==> src/watchdog_timeout_reset_pkg.sv <==
/*
 package for the timeout supervisor: feed keys, counter limits, clock source codes,
 reset values and the feed sequence states.
 assumes nothing of its surroundings.
*/
package watchdog_timeout_reset_pkg;

	// feed keys are arbitrary values picked for this block
	localparam logic [7:0] FEED_KEY_FIRST = 8'hAA;
	localparam logic [7:0] FEED_KEY_SECOND = 8'h55;

	// a reload value of N gives N+1 prescaled ticks, so 8'hFF is the 256 tick floor
	localparam logic [31:0] MIN_RELOAD = 32'h0000_00FF;
	localparam logic [31:0] COUNT_RESET = 32'hFFFF_FFFF;

	localparam logic [1:0] PRESCALE_LAST = 2'h3;
	localparam logic [1:0] PRESCALE_RESET = 2'h0;

	localparam logic [1:0] SRC_RC = 2'h0;
	localparam logic [1:0] SRC_RTC = 2'h1;
	localparam logic [1:0] SRC_PCLK = 2'h2;
	localparam int SRC_COUNT = 3;

	localparam logic [2:0] SYNC_RESET = 3'h0;

	typedef enum logic [0:0] {FEED_IDLE, FEED_HALF} feed_state_type;

endpackage : watchdog_timeout_reset_pkg

==> src/source_sync.sv <==
/*
 two flip-flop synchroniser for the three count clock sources.
 assumes the inputs are free running levels from other clock domains.
*/
module source_sync
	import watchdog_timeout_reset_pkg::*;
(
	input wire logic i_clock,
	input wire logic i_rst,
	input wire logic [2:0] i_async,
	output logic [2:0] o_sync
);

	typedef struct packed {
		logic [2:0] stage1;
		logic [2:0] stage2;
	} sync_state_type;

	sync_state_type cur_ff;
	sync_state_type nxt_ff;

	// stage1 feeds stage2 only
	always_comb
	begin
		nxt_ff = cur_ff;
		nxt_ff.stage1 = i_async;
		nxt_ff.stage2 = cur_ff.stage1;
	end

	always_ff @(posedge i_clock or posedge i_rst)
	begin
		if (i_rst)
		begin
			cur_ff <= '{stage1: SYNC_RESET, stage2: SYNC_RESET};
		end
		else
		begin
			cur_ff <= nxt_ff;
		end
	end

	assign o_sync = cur_ff.stage2;

endmodule : source_sync

==> src/watchdog_timeout_reset.sv <==
/*
 timeout supervisor: 32-bit down counter behind a divide-by-4 prescaler, feed sequence
 checker, reset or interrupt response and the supervisor reset flag.
 assumes feed writes, other accesses, enable set and flag clear are one-cycle pulses on
 i_clock; the three count clock sources are slower than i_clock/2 so edges are seen.
*/
module watchdog_timeout_reset
	import watchdog_timeout_reset_pkg::*;
(
	input wire logic i_clock,
	input wire logic i_rst,
	input wire logic i_enable_set,
	input wire logic i_mode_interrupt,
	input wire logic [31:0] i_timeout_value,
	input wire logic [1:0] i_clock_select,
	input wire logic i_internal_rc_oscillator,
	input wire logic i_rtc_oscillator,
	input wire logic i_pclk_oscillator,
	input wire logic i_feed_write,
	input wire logic [7:0] i_feed_data,
	input wire logic i_other_access,
	input wire logic i_flag_clear,
	output logic o_system_reset,
	output logic o_interrupt,
	output logic o_enabled,
	output logic o_timeout_flag,
	output logic [31:0] o_count
);

	typedef struct packed {
		logic enabled;
		logic flag;
		logic [31:0] count;
		logic [1:0] prescale;
		feed_state_type feed_state;
		logic [2:0] src_last;
		logic reset_pulse;
		logic irq_pulse;
	} wd_state_type;

	wd_state_type cur_ff;
	wd_state_type nxt_ff;

	logic [2:0] src_sync;
	logic [2:0] src_edge;
	logic supervisor_count_clock;
	logic tick;
	logic feed_first;
	logic feed_done;
	logic feed_bad;
	logic expire;
	logic fire;
	logic reload;
	logic [31:0] reload_value;

	source_sync u_sync (
		.i_clock(i_clock),
		.i_rst(i_rst),
		.i_async({i_pclk_oscillator, i_rtc_oscillator, i_internal_rc_oscillator}),
		.o_sync(src_sync)
	);

	// sampling limits the pclk source to below half of i_clock
	assign src_edge = src_sync & ~cur_ff.src_last;
	assign supervisor_count_clock = (i_clock_select == SRC_RTC) ? src_edge[1] :
		(i_clock_select == SRC_PCLK) ? src_edge[2] : src_edge[0];
	assign tick = supervisor_count_clock && (cur_ff.prescale == PRESCALE_LAST);

	assign feed_first = i_feed_write && (cur_ff.feed_state == FEED_IDLE) &&
		(i_feed_data == FEED_KEY_FIRST);
	assign feed_done = i_feed_write && (cur_ff.feed_state == FEED_HALF) &&
		(i_feed_data == FEED_KEY_SECOND);
	assign feed_bad = (i_feed_write && !feed_first && !feed_done) ||
		(i_other_access && (cur_ff.feed_state == FEED_HALF));

	assign expire = cur_ff.enabled && tick && (cur_ff.count == 32'h0000_0000);
	assign fire = cur_ff.enabled && (expire || feed_bad);
	// a firing supervisor wins over a feed completed in the same cycle
	assign reload = !fire && (feed_done || (i_enable_set && !cur_ff.enabled));
	assign reload_value = (i_timeout_value < MIN_RELOAD) ? MIN_RELOAD : i_timeout_value;

	always_comb
	begin
		nxt_ff = cur_ff;
		nxt_ff.src_last = src_sync;
		nxt_ff.reset_pulse = 1'b0;
		nxt_ff.irq_pulse = 1'b0;
		if (supervisor_count_clock)
		begin
			nxt_ff.prescale = cur_ff.prescale + 2'h1;
		end
		if (feed_first)
		begin
			nxt_ff.feed_state = FEED_HALF;
		end
		else if (i_feed_write || i_other_access)
		begin
			nxt_ff.feed_state = FEED_IDLE;
		end
		// clear first so that a reset-mode firing in the same cycle keeps the flag set
		if (i_flag_clear)
		begin
			nxt_ff.flag = 1'b0;
		end
		if (fire)
		begin
			nxt_ff.enabled = 1'b0;
			nxt_ff.feed_state = FEED_IDLE;
			if (i_mode_interrupt)
			begin
				nxt_ff.irq_pulse = 1'b1;
			end
			else
			begin
				nxt_ff.reset_pulse = 1'b1;
				nxt_ff.flag = 1'b1;
			end
		end
		else
		begin
			if (i_enable_set)
			begin
				nxt_ff.enabled = 1'b1;
			end
			if (reload)
			begin
				nxt_ff.count = reload_value;
			end
			else if (cur_ff.enabled && tick)
			begin
				nxt_ff.count = cur_ff.count - 32'h0000_0001;
			end
		end
	end

	always_ff @(posedge i_clock or posedge i_rst)
	begin
		if (i_rst)
		begin
			cur_ff <= '{enabled: 1'b0, flag: 1'b0, count: COUNT_RESET,
				prescale: PRESCALE_RESET, feed_state: FEED_IDLE,
				src_last: SYNC_RESET, reset_pulse: 1'b0, irq_pulse: 1'b0};
		end
		else
		begin
			cur_ff <= nxt_ff;
		end
	end

	assign o_system_reset = cur_ff.reset_pulse;
	assign o_interrupt = cur_ff.irq_pulse;
	assign o_enabled = cur_ff.enabled;
	assign o_timeout_flag = cur_ff.flag;
	assign o_count = cur_ff.count;

	AST_EXPIRE_RESET: assert property (@(posedge i_clock) disable iff (i_rst)
		(o_enabled && !i_mode_interrupt && tick && (o_count == 32'h0000_0000))
		|=> (o_system_reset && !o_enabled && !o_interrupt))
		else $error("expiry did not raise a system reset");

	AST_NO_SW_CLEAR: assert property (@(posedge i_clock) disable iff (i_rst)
		(o_enabled && !fire) |=> o_enabled)
		else $error("enable dropped without a firing");

	AST_ENABLE_SET: assert property (@(posedge i_clock) disable iff (i_rst)
		(!o_enabled && i_enable_set) |=> (o_enabled && (o_count == $past(reload_value))))
		else $error("enable set did not enable and load");

	AST_BAD_KEY: assert property (@(posedge i_clock) disable iff (i_rst)
		(o_enabled && i_feed_write && (cur_ff.feed_state == FEED_IDLE) &&
		(i_feed_data != FEED_KEY_FIRST))
		|=> ((o_system_reset != o_interrupt) && !o_enabled))
		else $error("wrong first key did not fire");

	AST_BROKEN_FEED: assert property (@(posedge i_clock) disable iff (i_rst)
		(o_enabled && i_feed_write && (i_feed_data == FEED_KEY_FIRST) && !feed_bad && !expire)
		##1 (i_other_access && !i_feed_write) |=> (o_system_reset || o_interrupt))
		else $error("access between keys did not fire");

	AST_INT_MODE: assert property (@(posedge i_clock) disable iff (i_rst)
		(fire && i_mode_interrupt) |=> (o_interrupt && !o_system_reset && !o_enabled))
		else $error("interrupt mode did not raise the interrupt");

	AST_FLAG_SET: assert property (@(posedge i_clock) disable iff (i_rst)
		o_system_reset |-> (o_timeout_flag && $past(o_enabled)))
		else $error("flag not set with supervisor reset");

	AST_FLAG_HOLD: assert property (@(posedge i_clock) disable iff (i_rst)
		(o_timeout_flag && !i_flag_clear) |=> o_timeout_flag)
		else $error("flag lost without a clear");

	AST_COUNT_DEC: assert property (@(posedge i_clock) disable iff (i_rst)
		(o_enabled && tick && !reload && !fire) |=> (o_count == $past(o_count) - 32'h0000_0001))
		else $error("counter did not step on a tick");

	AST_COUNT_HOLD: assert property (@(posedge i_clock) disable iff (i_rst)
		(!tick && !reload) |=> $stable(o_count))
		else $error("counter moved without a tick");

	AST_MIN_PERIOD: assert property (@(posedge i_clock) disable iff (i_rst)
		reload |=> (o_count >= MIN_RELOAD))
		else $error("reload below the 256 tick floor");

	AST_FEED_RELOAD: assert property (@(posedge i_clock) disable iff (i_rst)
		(feed_done && !fire) |=> (o_count == $past(reload_value)))
		else $error("valid feed did not reload");

	AST_SRC_SELECT: assert property (@(posedge i_clock) disable iff (i_rst)
		((i_clock_select == SRC_RTC) && !src_edge[1]) |-> !tick)
		else $error("tick without an edge of the chosen source");

endmodule : watchdog_timeout_reset

==> config.mk <==
export PLATFORM = sky130hd
export DESIGN_NAME = watchdog_timeout_reset
export DESIGN_NICKNAME = d
export VERILOG_FILES = /design/src/watchdog_timeout_reset_pkg.sv /design/src/source_sync.sv /design/src/watchdog_timeout_reset.sv
export SDC_FILE = /design/constraint.sdc
export NUM_CORES = 1
export LEC_CHECK = 0
export BUFFER_PORTS_ARGS = -buffer_cell sky130_fd_sc_hd__buf_2
export CORE_AREA = 2 2 80 82
export CTS_CLUSTER_DIAMETER = 80
export CTS_CLUSTER_SIZE = 30
export DETAILED_ROUTE_END_ITERATION = 10
export DIE_AREA = 0 0 82 84
export GPL_ROUTABILITY_DRIVEN = 0
export PLACE_DENSITY = 0.8
export SYNTH_ARGS = -nofsm -noshare
export SYNTH_HDL_FRONTEND = slang
export SYNTH_SLANG_ARGS = --single-unit
==> constraint.sdc <==
create_clock -name i_clock -period 2.9 [get_ports i_clock]
set_input_delay 0.58 -clock i_clock [delete_from_list [all_inputs] [get_ports i_clock]]
set_output_delay 0.58 -clock i_clock [all_outputs]
set_load 0.01 [all_outputs]
==> results of run 1 <==
[routing by layer]
metal	part of all wire [%]	GRT usage, %	up-vias
met5	0	0	-
met4	3.0	9.55	0
met3	8.1	4.00	25
met2	48	37.5	144
met1	41	31.5	1362
li1	-	-	1335
[logic make-up after synthesis]
logic type                 after synthesis  synth area share (%)
buffers and inverters                   56                  11.5
muxes                                    3                  1.04
xor gates and xnor gates                 9                  2.53
adders and majority gates                3                  1.20
AOI/OAI and AO/OA                       97                  19.7
and+or+nand+nor                        110                  24.3
DFF                                     48                  39.8
[worst min-delay path by stage]
| stage | startpoint | to | slack, ns | depth (start not counted) |
|---|---|---|---|---|
| global route | i_rst | cur_ff[4] | 0.31 | 2 |
| floorplan | u_sync.cur_ff[3] | u_sync.o_sync[0] | 0.33 | 0 |
| global placement | u_sync.cur_ff[4] | u_sync.o_sync[1] | 0.33 | 0 |
| finish | i_rst | cur_ff[6] | 0.27 | 2 |
| CTS | i_rst | cur_ff[6] | 0.28 | 2 |
| detailed placement | u_sync.cur_ff[5] | u_sync.o_sync[2] | 0.34 | 0 |
[worst max-delay path, stage by stage, from the launching register on]
cell	delay (ns)
dfstp_2	0.54
inv_1	0.08
ha_1	0.22
nor2b_1	0.13
and4bb_4	0.23
and3_2	0.33
or4_2	0.68
xor2_1	0.16
a21oi_1	0.14
[final cells by class]
type,count,share of cell area (%)
inverter,9,0.958
tap,77,2.73
timing repair buffer,100,15.5
sequential,48,35.2
clock buffer,5,1.95
clock inverter,3,0.532
multi-input combinational,222,43.2
[state kept, by name, summed over array words and instances, names as in the netlist]
register        count
u_sync.o_sync       3
u_sync.cur_ff       3
o_timeout_flag      1
o_interrupt         1
cur_ff              6
o_enabled           1
o_system_reset      1
o_count            32
[cell usage in the layout, fill, tap and decap left out, types with 3 or more instances in the layout]
cell	n
or3_1	15
a21oi_1	28
a31oi_1	20
o41ai_1	8
inv_1	8
or4_1	4
nand2_1	10
nor3_1	6
buf_4	12
xor2_1	7
a211oi_1	5
nand4_1	9
or3_2	3
dfrtp_1	16
clkbuf_8	5
ha_1	3
nor4_1	6
o21ai_0	13
nand2b_1	4
buf_2	87
nor2b_1	4
nor2_1	8
or2_2	3
dfstp_2	32
nand3b_1	3
o31ai_1	7
nand3_1	8
[power breakdown]
group / switching [W] / internal, W / total (W)
clock network: 0.000226 / 0.000168 / 0.000394
registers: 0.000118 / 0.000840 / 0.000958
logic: 0.000249 / 0.000215 / 0.000464
total: 0.000593 / 0.00122 / 0.00182
[through the flow]
step | hold slack, ns | utilization [%] | power (W)
final | 0.269 | 57.9 | 0.00182
after floorplan | 0.331 | - | 0.00133
after detailed placement | 0.336 | 56.4 | 0.00143
after global placement | 0.332 | 56.4 | 0.00142
after CTS | 0.279 | 57.9 | 0.00183
after global routing | 0.305 | 57.9 | 0.00192
==> results.yml, run 1 <==
cts:
  hold_buffers: 0
  tritoncts: "done"
  clockBufferDepth: 2
  postCtsSetupRepairBufs: 0
  cts.sinks: 48
  cts_buffers: 5
  clk_pin_slew_ns: 0.09
  clock_latency_ns: 0.30
  cts-resized-gates: 0
  h-tree-depth: 2
  cts-root-buf: "clkbuf_8"
synthesis:
  synth-async-reset-ratio_pct: 100
  syn-num-nets: 381
  synth_warnings: 0
  synthCells: 326
  synth_top_cell_area_share_pct: 26.9
  synth_top_area_cell: "dfstp_2"
  ys_ff_latch: 48
  synthTopCellsByArea: "dfstp_2 (27%), dfrtp_1 (13%), buf_4 (8.9%)"
  synth_most_common_cell: "buf_4"
  yosys-top-cells-count: "buf_4 (37), dfstp_2 (32), a21oi_1 (28), a31oi_1 (20), dfrtp_1 (16)"
  synth_cell_types: 63
  synth_ff_type: "dfstp_2"
  ys_seq_area_share_pct: 39.8
  syn-mean-instance-area_sq_um: 9.58
  syn_area_sq_um: 3120
  synth_edf_count: 0
floorplan:
  start_util_pct: 51.2
  io_pins: 88
  die_x_microns: 82
  die_h_microns: 84
  row_count: 29
  design.die.area_sq_um: 6890
  core_area_sq_um: 6100
timing:
  period_needed_ns: 2.58
  finClkSkew_ns: 0.00471
  setup-violations-final: 0
  rsz0062_at_grt: "false"
  fin_crit_sh_pct: 89.1
  setup_tns_ns: 0
  final_hold_viol_count: 0
  relSlewSlack_pct: 57.9
  fmax_mhz: 387
  fin_ws_ns: 0.316
  drv_slew: 0
  worstMarginPinSlew_ns: 0.627
global_routing:
  grt_pass1_wl_mm: 12.7
  grt_usage_pct: 23.6
  grt_max_degree: 31
  gr-total-overflow: 0
  antenna_found_initial: 0
  grt_pass1_vias: 2688
placement:
  placed_area_sq_um: 3440
  placed_cells: 456
  port_buffers: 87
  hpwl_mm: 5.95
  post-place-ws_ns: 0.282
cells_and_area:
  multiInputGateArea_sq_um: 1520
  insertedDiodeCount: 0
  ff_latch_area_sq_um: 1240
  final_cell_area_sq_um: 3530
  syn2layout_area_growth_pct: 13.0
  fillers: 561
  stdcell_count: 464
  fin_nets: 441
  drive_gt1_share_pct: 42.9
power:
  ir_drop_mv: 0.302
  power.leakage_nw: 1.38
  p_per_area_nw_per_um2: 515
worst_setup_path:
  criticalPathCategory: "reg -> reg"
  start_kind: "flip-flop"
  r2r-end: "o_count[3]"
  worstPathRequired_ns: 3.13
  crit_fanout: 14
  endpoint_kind: "flip-flop"
  cp-endpoint: "o_count[3]"
  startpoint: "o_count[0]"
  reg2reg_slack_ns: 0.32
  cp.arrival_ns: 2.82
  r2r_cells: 8
  crit-reg2reg-launch: "o_count[0]"
flow_run:
  maxCapViolations: 0
routing:
  drt_iter0_drc: 228
  post_drt_via_cell_ratio: 6.18
  wl_per_cell_microns: 16.9
  num_vias: 2866
  drt_wl_total_mm: 7.84
  drtAntennaViolNets: 0
  drt_first_pass_iters: 5
  drc_errors: 0
worst_hold_path:
  min_path_type: "in -> async"
status:
  status: "finished, final reports clean"
Power figures use the tool's default switching activity.
==> run 2, diff against run 1 <==
- REMOVE_ABC_BUFFERS: unset -> 1
==> results.yml, run 2 (synthesis gave the netlist of run 1 again) <==
status:
  status: "finished, final reports clean"
routing:
  drt_iter0_drc: 269
  post_drt_via_cell_ratio: 6.15
  num_vias: 2852
  drtAntennaViolNets: 0
  wl_per_cell_microns: 17.7
  drt_first_pass_iters: 5
  drc_errors: 0
  drt_wl_total_mm: 8.22
flow_run:
  maxCapViolations: 0
power:
  comb_power_share_pct: 24.6
  p_seq_share_pct: 50.0
  p_int_w: 0.00131
  ir_drop_mv: 0.314
  clkPwrFrac_pct: 25.5
  p_per_area_nw_per_um2: 546
  power.leakage_nw: 1.38
  p_sw_w: 0.000618
  finalPower_w: 0.00193
  sw_frac_of_total_pct: 32.0
cts:
  clockBufferDepth: 2
  h-tree-depth: 2
  clock_latency_ns: 0.31
  cts-resized-gates: 0
  cts_buffers: 5
  postCtsSetupRepairBufs: 0
  tritoncts: "done"
  clk_pin_slew_ns: 0.09
  hold_buffers: 0
  cts-root-buf: "clkbuf_8"
  cts.sinks: 48
placement:
  placed_cells: 456
  placed_area_sq_um: 3430
  post-place-ws_ns: 0.301
  port_buffers: 87
  hpwl_mm: 6.19
timing:
  drv_slew: 0
  fin_ws_ns: 0.331
  rsz0062_at_grt: "false"
  period_needed_ns: 2.57
  relSlewSlack_pct: 55.7
  worstMarginPinSlew_ns: 0.663
  finClkSkew_ns: 0.00929
  final_hold_viol_count: 0
  fin_crit_sh_pct: 88.6
  fmax_mhz: 389
  setup-violations-final: 0
cells_and_area:
  final_cell_area_sq_um: 3540
  largest_reg_flops: 32
  fillers: 551
  stdcell_count: 464
  insertedDiodeCount: 0
  multiInputGateArea_sq_um: 1520
  drive_gt1_share_pct: 42.9
  final_common_cell: "buf_2"
  syn2layout_area_growth_pct: 13.3
  fin_nets: 441
  final_cell_mix: "buf_2 (87), dfstp_2 (32), a21oi_1 (28)"
  ff_latch_area_sq_um: 1240
floorplan:
  io_pins: 88
  die_x_microns: 82
  row_count: 29
  start_util_pct: 51.2
  die_h_microns: 84
  core_area_sq_um: 6100
  design.die.area_sq_um: 6890
worst_setup_path:
  startpoint: "o_count[0]"
  crit-reg2reg-launch: "o_count[0]"
  endpoint_kind: "flip-flop"
  worstPathRequired_ns: 3.14
  cp.arrival_ns: 2.81
  start_kind: "flip-flop"
  criticalPathCategory: "reg -> reg"
  crit_fanout: 14
global_routing:
  grt_pass1_wl_mm: 13.1
  grt_pass1_vias: 2754
  gr-total-overflow: 0
  grt_max_degree: 30
  grt_usage_pct: 24.6
  antenna_found_initial: 0
worst_hold_path:
  min_path_type: "reg -> reg"
  hold_path.startpoint: "u_sync.cur_ff[3]"
run 2: per-layer routing:
| metal | global-route usage, % | up-vias | part of all wire (%) |
|---|---|---|---|
| met5 | 0 | - | 0 |
| met4 | 6.67 | 0 | 1.7 |
| met3 | 5.52 | 16 | 8.9 |
| met2 | 39.5 | 149 | 47 |
| met1 | 33.1 | 1348 | 42 |
| li1 | - | 1339 | - |
run 2: area by class of cell:
type | instances | share of cell area (%)
clock inverters | 3 | 1.20
flip-flops and latches | 48 | 35.1
well taps | 77 | 2.72
inverters | 9 | 0.955
multi-input cells | 222 | 43.0
clock buffers | 5 | 1.94
repair buffers | 100 | 15.1
run 2: worst max-delay path, cell delays in order, from the launching register on:
cell and delay, ns:
dfstp_2 0.53, inv_1 0.08, ha_1 0.21, nor2b_1 0.13, and4bb_4 0.23, and3_2 0.33, or4_2 0.69, xor2_1 0.16
a21oi_1 0.15
run 2: through the flow:
step                       TNS, ns  hold slack [ns]  util (%)
after detailed placement         0            0.337      56.2
final                            0            0.354      58.0
after global placement           0            0.332      56.2
after floorplan           -0.00462            0.331         -
after global routing             0            0.361      58.0
after CTS                        0            0.359      58.0
run 2: path summary, 6_finish.rpt:
check | to | slack (ns) | cells past startpoint
hold / removal | u_sync.o_sync[0] | 0.35 | 0
setup / recovery | o_count[3] | 0.33 | 8
setup reg to reg | o_count[3] | 0.33 | 8
max in group asynchronous | o_count[28] | 1.76 | 3
min in group asynchronous | u_sync.o_sync[2] | 0.36 | 2
hold reg to reg | u_sync.o_sync[0] | 0.35 | 0
run 2: power groups by stage:
stage               Sequential (W)  Clock (W)  Combinational (W)
floorplan                 0.000987          0           0.000227
global placement          0.000961          0           0.000456
detailed placement        0.000971          0           0.000476
CTS                       0.000960   0.000501           0.000477
global route              0.000978   0.000525           0.000528
finish                    0.000964   0.000492           0.000475
